===== config.mk =====
export PLATFORM = sky130hd
export DESIGN_NAME = nvac_top
export DESIGN_NICKNAME = d
export VERILOG_FILES = /design/src/logic/nvac_pkg.sv /design/src/logic/nvac_osc_tick.sv /design/src/logic/nvac_top.sv
export SDC_FILE = /design/constraint.sdc
export NUM_CORES = 2
export LEC_CHECK = 0
export BUFFER_PORTS_ARGS = -buffer_cell sky130_fd_sc_hd__buf_2
export CELL_PAD_IN_SITES_DETAIL_PLACEMENT = 2
export CELL_PAD_IN_SITES_GLOBAL_PLACEMENT = 2
export CORE_ASPECT_RATIO = 0.7
export CORE_MARGIN = 5
export CORE_UTILIZATION = 30
export CTS_CLUSTER_SIZE = 12
export DETAILED_ROUTE_END_ITERATION = 16
export PLACE_DENSITY = 0.55
export RECOVER_POWER = 100
export SYNTH_ARGS = -nofsm -noshare
export SYNTH_HDL_FRONTEND = slang
export SYNTH_SLANG_ARGS = --single-unit

===== constraint.sdc =====
create_clock -name core_clk -period 22.1 [get_ports core_clk]
set_input_delay 4.42 -clock core_clk [delete_from_list [all_inputs] [get_ports core_clk]]
set_output_delay 4.42 -clock core_clk [all_outputs]
set_load 0.05 [all_outputs]

===== src/logic/nvac_pkg.sv =====
// package: register map, field positions and timing counts of the eeprom access controller
package nvac_pkg;

  localparam int unsigned CLK_HZ          = 125_000_000;
  localparam int unsigned CAL_OSC_HZ      = 1_000_000;
  localparam int unsigned WRITE_OSC_CYC   = 8448;
  localparam int unsigned MWE_HOLD_CYC    = 4;
  localparam int unsigned WR_STALL_CYC    = 2;
  localparam int unsigned RD_STALL_CYC    = 4;
  localparam int unsigned OSC_DIV_CYC     = CLK_HZ / CAL_OSC_HZ;

  localparam int unsigned NV_DEPTH        = 512;
  localparam int unsigned NV_AW           = 9;

  localparam logic [1:0] REG_CONTROL    = 2'h0;
  localparam logic [1:0] REG_DATA       = 2'h1;
  localparam logic [1:0] REG_ADDR_LOW   = 2'h2;
  localparam logic [1:0] REG_ADDR_HIGH  = 2'h3;

  localparam int unsigned CTL_READ_BIT  = 0;
  localparam int unsigned CTL_WRITE_BIT = 1;
  localparam int unsigned CTL_MWE_BIT   = 2;
  localparam int unsigned CTL_RIE_BIT   = 3;

  localparam logic [7:0] CONTROL_RESET  = 8'h00;

  typedef struct packed {
    logic       wr;
    logic       rd;
    logic [1:0] sel;
    logic [7:0] wdata;
  } nvac_io_req_t;

  typedef enum logic [1:0] {NV_IDLE, NV_PROG} nvac_state_t;

endpackage : nvac_pkg


===== src/logic/nvac_osc_tick.sv =====
// tick generator: one-cycle pulse at the calibrated oscillator rate
`timescale 1ns/10ps
`default_nettype none
module nvac_osc_tick
  import nvac_pkg::*;
#(
  parameter int unsigned DIV = OSC_DIV_CYC
) (
  input  wire logic core_clk,
  input  wire logic nrst,
  input  wire logic run,
  output logic      tick
);
  logic [7:0] cnt_q;
  wire        wrap = (cnt_q == 8'(DIV - 1));

  always_ff @(posedge core_clk or negedge nrst) begin
    if (!nrst) begin
      cnt_q <= 8'h00;
      tick  <= 1'b0;
    end else begin
      cnt_q <= (!run || wrap) ? 8'h00 : cnt_q + 8'h01;
      tick  <= run && wrap;
    end
  end
endmodule : nvac_osc_tick
`default_nettype wire


===== src/logic/nvac_top.sv =====
// eeprom access controller: i/o registers, write timing, cpu stall and ready request
//
// Overview of operation
// - nine-bit address selects one of 512 bytes linearly, 0 to 511.
// - address bits 15..9 and control bits 7..4 always read zero.
// - address has no defined reset value; software loads it before access.
// - data register holds byte to write, and receives byte read.
// - ready request stays high while enabled, global enable set, strobe clear.
// - master write enable clears itself four clocks after software sets it.
// - write strobe with master enable set starts a write; otherwise ignored.
// - write strobe stays set during programming, hardware clears it after.
// - setting the write strobe stalls the cpu for two cycles.
// - read strobe fetches byte at once, then stalls cpu four cycles.
// - during a write, reads and address changes are refused.
// - write lasts 8448 cycles of the 1 MHz calibrated oscillator.
// - power-down sleep does not stop a running write; oscillator keeps running.
// - reset does not abort a running write; it completes.
`timescale 1ns/10ps
`default_nettype none
module nvac_top
  import nvac_pkg::*;
#(
  parameter int unsigned WRITE_CYC = WRITE_OSC_CYC,
  parameter int unsigned OSC_DIV   = OSC_DIV_CYC
) (
  input  wire logic       core_clk,
  input  wire logic       nrst,
  input  wire logic       por_n,
  input  wire logic       io_wr,
  input  wire logic       io_rd,
  input  wire logic [1:0] io_sel,
  input  wire logic [7:0] io_wdata,
  input  wire logic       global_irq_en,
  input  wire logic       power_down_req,
  output logic      [7:0] io_rdata,
  output logic            cpu_stall,
  output logic            ready_irq,
  output logic            osc_run,
  output logic            power_down_ok
);

  ////////////////////////////////////////////////////////////////////////////
  // request decode
  nvac_io_req_t req;
  assign req = '{wr: io_wr, rd: io_rd, sel: io_sel, wdata: io_wdata};

  function automatic logic hit(input nvac_io_req_t r, input logic [1:0] s);
    hit = r.wr && (r.sel == s);
  endfunction : hit

  nvac_state_t          state_q, state_d;
  logic [7:0]           mem [NV_DEPTH];
  logic [NV_AW-1:0]     addr_q;
  logic [7:0]           data_q;
  logic                 rie_q, mwe_q;
  logic [2:0]           mwe_cnt_q;
  logic [2:0]           stall_cnt_q;
  logic [13:0]          prog_cnt_q;
  logic [NV_AW-1:0]     prog_addr_q;
  logic [7:0]           prog_data_q;
  logic                 osc_tick;

  wire busy       = (state_q == NV_PROG);
  wire wr_ctl     = hit(req, REG_CONTROL);
  wire set_mwe    = wr_ctl && req.wdata[CTL_MWE_BIT] && !req.wdata[CTL_WRITE_BIT];
  wire start_wr   = wr_ctl && req.wdata[CTL_WRITE_BIT] && mwe_q && !busy;
  wire start_rd   = wr_ctl && req.wdata[CTL_READ_BIT] && !busy;
  wire addr_wr_ok = !busy;
  wire prog_done  = busy && osc_tick && (prog_cnt_q == 14'(WRITE_CYC - 1));
  wire [NV_AW-1:0] addr_next = {hit(req, REG_ADDR_HIGH) && addr_wr_ok ? req.wdata[0]
                                 : addr_q[8],
                                hit(req, REG_ADDR_LOW) && addr_wr_ok ? req.wdata
                                 : addr_q[7:0]};

  always_comb begin
    state_d = state_q;
    case (state_q)
      NV_IDLE: if (start_wr) state_d = NV_PROG;
      NV_PROG: if (prog_done) state_d = NV_IDLE;
      default: state_d = NV_IDLE;
    endcase
  end

  ////////////////////////////////////////////////////////////////////////////
  // write engine: reset by power-on only, so a system reset leaves a write running
  always_ff @(posedge core_clk or negedge por_n) begin
    if (!por_n) begin
      state_q    <= NV_IDLE;
      prog_cnt_q <= 14'h0000;
    end else begin
      state_q    <= state_d;
      prog_cnt_q <= !busy ? 14'h0000 : prog_cnt_q + 14'(osc_tick);
    end
  end

  always_ff @(posedge core_clk) begin
    if (start_wr) begin
      prog_addr_q <= addr_q;
      prog_data_q <= data_q;
    end
    if (prog_done) mem[prog_addr_q] <= prog_data_q;
  end

  nvac_osc_tick #(.DIV(OSC_DIV)) u_osc (
    .core_clk (core_clk),
    .nrst     (por_n),
    .run      (busy),
    .tick     (osc_tick)
  );

  ////////////////////////////////////////////////////////////////////////////
  // address and data: no reset value
  always_ff @(posedge core_clk) begin
    addr_q <= addr_next;
    if (start_rd) data_q <= mem[addr_q];
    else if (hit(req, REG_DATA)) data_q <= req.wdata;
  end

  ////////////////////////////////////////////////////////////////////////////
  // next values of the outputs and the readback selection
  wire       stall_d      = start_wr || start_rd || (stall_cnt_q > 3'h1);
  wire       prog_d       = (state_d == NV_PROG);
  wire       ready_d      = rie_q && global_irq_en && !prog_d;
  wire       pd_ok_d      = power_down_req && !prog_d;
  wire [7:0] ctl_byte     = {4'h0, rie_q, mwe_q, busy, 1'b0};
  wire [7:0] addr_hi_byte = {7'h00, addr_q[8]};
  wire [7:0] sel_byte     = (io_sel == REG_CONTROL)  ? ctl_byte :
                            (io_sel == REG_DATA)     ? data_q :
                            (io_sel == REG_ADDR_LOW) ? addr_q[7:0] :
                                                       addr_hi_byte;
  wire [7:0] rdata_d      = io_rd ? sel_byte : 8'h00;

  ////////////////////////////////////////////////////////////////////////////
  // control bits, stall and outputs
  always_ff @(posedge core_clk or negedge nrst) begin
    if (!nrst) begin
      rie_q         <= CONTROL_RESET[CTL_RIE_BIT];
      mwe_q         <= CONTROL_RESET[CTL_MWE_BIT];
      mwe_cnt_q     <= 3'h0;
      stall_cnt_q   <= 3'h0;
      cpu_stall     <= 1'b0;
      ready_irq     <= 1'b0;
      osc_run       <= 1'b0;
      power_down_ok <= 1'b0;
      io_rdata      <= 8'h00;
    end else begin
      if (wr_ctl) rie_q <= req.wdata[CTL_RIE_BIT];
      if (set_mwe) begin
        mwe_q     <= 1'b1;
        mwe_cnt_q <= 3'(MWE_HOLD_CYC);
      end else if (mwe_cnt_q != 3'h0) begin
        mwe_cnt_q <= mwe_cnt_q - 3'h1;
        mwe_q     <= (mwe_cnt_q != 3'h1);
      end
      if (start_wr) stall_cnt_q <= 3'(WR_STALL_CYC);
      else if (start_rd) stall_cnt_q <= 3'(RD_STALL_CYC);
      else if (stall_cnt_q != 3'h0) stall_cnt_q <= stall_cnt_q - 3'h1;
      cpu_stall     <= stall_d;
      ready_irq     <= ready_d;
      osc_run       <= prog_d;
      power_down_ok <= pd_ok_d;
      io_rdata      <= rdata_d;
    end
  end

  ////////////////////////////////////////////////////////////////////////////
  // checks
  chk_mwe_timeout: assert property (@(posedge core_clk) disable iff (!nrst)
    set_mwe |=> mwe_q [*4] ##1 !mwe_q || set_mwe)
    else $error("master write enable did not time out after four cycles");
  chk_no_write_wo_mwe: assert property (@(posedge core_clk) disable iff (!nrst)
    (wr_ctl && req.wdata[CTL_WRITE_BIT] && !mwe_q && !busy) |=> !busy)
    else $error("write started without master enable");
  chk_wr_stall: assert property (@(posedge core_clk) disable iff (!nrst)
    start_wr |=> cpu_stall ##1 cpu_stall ##1 !cpu_stall)
    else $error("write stall is not two cycles");
  chk_rd_stall: assert property (@(posedge core_clk) disable iff (!nrst)
    start_rd |=> cpu_stall [*4] ##1 !cpu_stall)
    else $error("read stall is not four cycles");
  chk_addr_frozen: assert property (@(posedge core_clk) disable iff (!nrst)
    (busy && $past(busy)) |-> $stable(addr_q))
    else $error("address changed during a write");
  chk_ready_level: assert property (@(posedge core_clk) disable iff (!nrst)
    ##1 ready_irq == ($past(rie_q) && $past(global_irq_en) && !busy))
    else $error("ready request does not follow enable and strobe");
  chk_reserved_zero: assert property (@(posedge core_clk) disable iff (!nrst)
    $past(io_rd) && ($past(io_sel) == REG_CONTROL) |-> io_rdata[7:4] == 4'h0
      && io_rdata[0] == 1'b0)
    else $error("reserved or read strobe bits read nonzero");
  chk_osc_runs: assert property (@(posedge core_clk) disable iff (!nrst)
    busy |-> ##1 osc_run || !busy)
    else $error("timing oscillator stopped during a write");

  // register and readback checks
  chk_addr_low_load: assert property (@(posedge core_clk) disable iff (!nrst)
    (hit(req, REG_ADDR_LOW) && addr_wr_ok) |=> addr_q[7:0] == $past(req.wdata))
    else $error("address low byte not loaded");

  chk_addr_high_load: assert property (@(posedge core_clk) disable iff (!nrst)
    (hit(req, REG_ADDR_HIGH) && addr_wr_ok) |=> addr_q[8] == $past(req.wdata[0]))
    else $error("address bit eight not loaded");

  chk_addr_high_zero: assert property (@(posedge core_clk) disable iff (!nrst)
    ($past(io_rd) && ($past(io_sel) == REG_ADDR_HIGH)) |-> io_rdata[7:1] == 7'h00)
    else $error("unused address bits read nonzero");

  chk_data_load: assert property (@(posedge core_clk) disable iff (!nrst)
    hit(req, REG_DATA) |=> data_q == $past(req.wdata))
    else $error("data register not loaded");

  chk_write_latched: assert property (@(posedge core_clk) disable iff (!nrst)
    start_wr |=> (prog_addr_q == $past(addr_q)) && (prog_data_q == $past(data_q)))
    else $error("write address or data not captured");

  chk_mem_written: assert property (@(posedge core_clk) disable iff (!nrst)
    prog_done |=> mem[$past(prog_addr_q)] == $past(prog_data_q))
    else $error("byte not stored at end of write");

  chk_rie_load: assert property (@(posedge core_clk) disable iff (!nrst)
    wr_ctl |=> rie_q == $past(req.wdata[CTL_RIE_BIT]))
    else $error("ready enable not loaded");

  chk_ready_low_busy: assert property (@(posedge core_clk) disable iff (!nrst)
    busy |-> !ready_irq)
    else $error("ready request high during a write");

  // master enable and write start
  chk_mwe_load: assert property (@(posedge core_clk) disable iff (!nrst)
    set_mwe |=> mwe_q && (mwe_cnt_q == 3'(MWE_HOLD_CYC)))
    else $error("master write enable not armed");

  chk_mwe_counting: assert property (@(posedge core_clk) disable iff (!nrst)
    mwe_q |-> mwe_cnt_q != 3'h0)
    else $error("master write enable without timeout count");

  chk_write_needs_mwe: assert property (@(posedge core_clk) disable iff (!nrst)
    $rose(busy) |-> $past(mwe_q && wr_ctl && req.wdata[CTL_WRITE_BIT]))
    else $error("write began without enabled strobe");

  chk_write_strobe_read: assert property (@(posedge core_clk) disable iff (!nrst)
    ($past(io_rd) && ($past(io_sel) == REG_CONTROL)) |-> io_rdata[CTL_WRITE_BIT] == $past(busy))
    else $error("write strobe readback differs from write state");

  chk_busy_holds: assert property (@(posedge core_clk) disable iff (!nrst)
    (busy && !prog_done) |=> busy)
    else $error("write ended early");

  chk_done_clears: assert property (@(posedge core_clk) disable iff (!nrst)
    prog_done |=> !busy)
    else $error("write strobe not cleared at end");

  // stall
  chk_stall_count: assert property (@(posedge core_clk) disable iff (!nrst)
    cpu_stall |-> stall_cnt_q != 3'h0)
    else $error("stall without stall count");

  chk_wr_stall_load: assert property (@(posedge core_clk) disable iff (!nrst)
    start_wr |=> stall_cnt_q == 3'(WR_STALL_CYC))
    else $error("write stall count not loaded");

  chk_rd_stall_load: assert property (@(posedge core_clk) disable iff (!nrst)
    (start_rd && !start_wr) |=> stall_cnt_q == 3'(RD_STALL_CYC))
    else $error("read stall count not loaded");

  chk_rd_fetch: assert property (@(posedge core_clk) disable iff (!nrst)
    start_rd |=> data_q == mem[$past(addr_q)])
    else $error("read strobe did not fetch the addressed byte");

  // refusals during a write and timing
  chk_rd_refused: assert property (@(posedge core_clk) disable iff (!nrst)
    (wr_ctl && req.wdata[CTL_READ_BIT] && busy) |=> data_q == $past(data_q))
    else $error("read performed during a write");

  chk_addr_refused: assert property (@(posedge core_clk) disable iff (!nrst)
    (busy && (hit(req, REG_ADDR_LOW) || hit(req, REG_ADDR_HIGH))) |=> addr_q == $past(addr_q))
    else $error("address accepted during a write");

  chk_prog_count_max: assert property (@(posedge core_clk) disable iff (!nrst)
    busy |-> prog_cnt_q < 14'(WRITE_CYC))
    else $error("write timing count overran");

  chk_tick_busy: assert property (@(posedge core_clk) disable iff (!nrst)
    osc_tick |-> $past(busy))
    else $error("timing tick outside a write");

  chk_pd_blocked: assert property (@(posedge core_clk) disable iff (!nrst)
    busy |-> !power_down_ok)
    else $error("power-down allowed during a write");

  cov_write: cover property (@(posedge core_clk) disable iff (!nrst) start_wr);
  cov_done:  cover property (@(posedge core_clk) disable iff (!nrst) prog_done);
  cov_read:  cover property (@(posedge core_clk) disable iff (!nrst) start_rd);
  cov_late:  cover property (@(posedge core_clk) disable iff (!nrst)
    set_mwe ##5 (wr_ctl && req.wdata[CTL_WRITE_BIT]));
  cov_rd_refused: cover property (@(posedge core_clk) disable iff (!nrst)
    wr_ctl && req.wdata[CTL_READ_BIT] && busy);

endmodule : nvac_top
`default_nettype wire


==> results.cfg <==
[synthesis]
ys_warn_count = 0
async_reset_ff_share_pct = 1.08
ys.flop_type = edfxtp_1
syn-num-nets = 7684
synthCells = 7657
post_synth_num_cell_types = 79
ys_seq_area_share_pct = 77.0
synth-edff-count = 4130
syn_avg_cell_area_um2 = 21.2
syn_area_um2 = 162000
synth_seq_cells = 4175

[sta]
tightest_slew_ps = 10510
clock.fmax_mhz = 76.3
rsz0062_at_grt = no
slew_violations = 4756
period_share_pct = 59.3
setup_viol = 0
fin_skew_ps = 54.9
relSlewSlack_pct = -601
holdWs_ps = 514
period_needed_ps = 13110
fin_setup_tns_ps = 0
hold_viol_final = 0
post-route-worst-setup-slack_ps = 8990

[global_route]
grt_overflow_total = 0
grt_pass1_vias = 87100
grt_use_total_pct = 20.0
grt_max_degree = 209
antenna_found_initial = 77
grt_pass1_wl_um = 774000

[clocking]
clkLatencyLatePin_ps = 1030
cts_buffers = 413
hold_buffers = 0
cts_tree = built
clk_pin_slew_ps = 70
cts_setup_buffers = 0
cts.sinks = 4175
clockBufferDepth = 4
cts_root_buffer = clkbuf_16
cts_resized = 0
cts.htree.levels = 5

[detailed_routing]
drc = 0
ant_nets = 0
wl_um = 567000
drtIter0Drc = 11600
first_pass_iters = 5
viasPerCell = 5.49
routedWlPerCell_um = 37.0
vias = 84000

[floorplanning]
die_h_um = 626
ios = 29
core_area_um2 = 540000
fp-row-count = 226
die_w_um = 889
start_util_pct = 30.1
dieArea_um2 = 556000

[placement]
preCtsSetupSlack_ps = 14640
place_congestion = 0.862
dp_hpwl_um = 350000
io_buffers = 28
place_area_um2 = 171000

[setup_path]
required_ps = 22990
reg2reg_depth = 9
cp.arrival_ps = 14000
cp-end-kind = register
crit_type = register to register
path_max_fanout = 94
critPathLaunchType = register

[final_layout]
final_nets = 7890
nFillCells = 52400
stdcell_area_um2 = 182000
area_delta_synth_final_pct = 12.2
drive_gt1_share_pct = 20.7

[pwr]
peakVddDrop_mv = 0.0651
power_mw = 15.8
powerDensity_nw_per_um2 = 86.4
p_leak_nw = 54.9

[min_path]
hold_depth = 1
hold_path.class = register to register

[outcome]
outcome = finished, violations left
violations = max-capacitance violations, max-slew violations

[run]
max-cap-violations = 85
## synthesized netlist by cell type, types with 43 or more instances
cell	n	share of area, %
clkbuf_1	205	0.47
buf_2	104	0.32
mux2i_1	353	2.2
nand3_1	59	0.18
o22ai_1	112	0.43
a21oi_1	102	0.31
o221ai_1	63	0.34
mux4_2	926	13
nand2_1	140	0.32
nor2b_1	43	0.17
edfxtp_1	4130	76
dfrtp_1	45	0.69
a22oi_1	160	0.74
buf_6	58	0.40
nor2_1	588	1.4
## metrics by stage
step / cells / utilization [%]
floorplan: 7657 / -
global placement: 14600 / 31.6
detailed placement: 14600 / 31.6
CTS: 15300 / 33.8
global route: 15300 / 33.7
finish: 15300 / 33.7
## registers in the layout, summed over array words and instances (netlist names), 2 cells and up
| signal | cells |
|---|---|
| addr_q | 9 |
| state_q | 2 |
| prog_cnt_q | 14 |
| mem | 4096 |
| prog_data_q | 8 |
| prog_addr_q | 9 |
| io_rdata | 8 |
| mwe_cnt_q | 3 |
| u_osc.cnt_q | 8 |
| stall_cnt_q | 3 |
| data_q | 8 |
## report_power, final
part	total [mW]	internal, mW	switching, mW
Clock	6.54	3.50	3.04
Sequential	8.69	8.67	0.0174
Combinational	0.517	0.151	0.366
Total	15.8	12.3	3.43
## critical path, cell delays in order, from the launching register on
cell	delay, ps
edfxtp_1	920
clkbuf_1	4990
nor2b_1	3300
clkbuf_1	1500
a22oi_1	490
a21oi_1	180
nor3_1	400
nand3_1	400
o41ai_1	420
a32o_1	190
## layer usage
layer	up-vias	part of all wire (%)	track usage (%)
li1	32400	-	-
met1	47100	45	30.4
met2	3770	43	28.8
met3	735	8.9	4.37
met4	16	3.0	5.41
met5	-	0.021	0
## placed cells by master, fill, tap and decap left out, drive strengths merged, types with 45 or more instances in the layout
cell and n:
dfrtp 45, edfxtp 4130, buf 166, o22ai 112, a22oi 160, nor2 588
clkbuf 635, clkinv 90, nand3 59, o21ai 52, a21oi 102, o221ai 63
mux2i 353, nand2 141, mux4 932
## worst paths after layout
kind	startpoint	end	slack [ps]
setup / recovery	addr_q[1]$_DFFE_PP_	data_q[1]$_DFFE_PP_	8990
hold / removal	state_q[1]$_DFF_PN0_	osc_run$_DFF_PN0_	510
setup reg to reg	addr_q[1]$_DFFE_PP_	data_q[1]$_DFFE_PP_	8990
hold reg to reg	state_q[1]$_DFF_PN0_	osc_run$_DFF_PN0_	510
max in group asynchronous	nrst	io_rdata[2]$_DFF_PN0_	17420
min in group asynchronous	por_n	prog_cnt_q[4]$_DFF_PN0_	3740
## logic make-up (layout without fill, tap and decap cells)
kind of cell	Yosys count	after routing	synth area share, %
other	1	30	0.00231
XOR/XNOR	18	18	0.0971
multiplexers	1319	1319	15.3
flip-flops	4175	4175	77.0
adder cells (fa/ha/maj)	10	10	0.0770
AND/OR/NAND/NOR	1001	1001	2.71
AO/OA/AOI/OAI	654	654	2.83
buffers and inverters	479	918	1.88
## final cells by class
type | instances | area, um^2 | area share (%)
multi-input combinational | 3003 | 34500 | 18.9
clock inverter | 104 | 753 | 0.413
clock buffer | 544 | 11000 | 6.03
inverter | 13 | 50.0 | 0.0275
antenna | 29 | 72.6 | 0.0398
timing repair buffer | 257 | 1800 | 0.988
sequential | 4175 | 125000 | 68.6
tap | 7182 | 8990 | 4.93
Power figures use the tool's default switching activity.
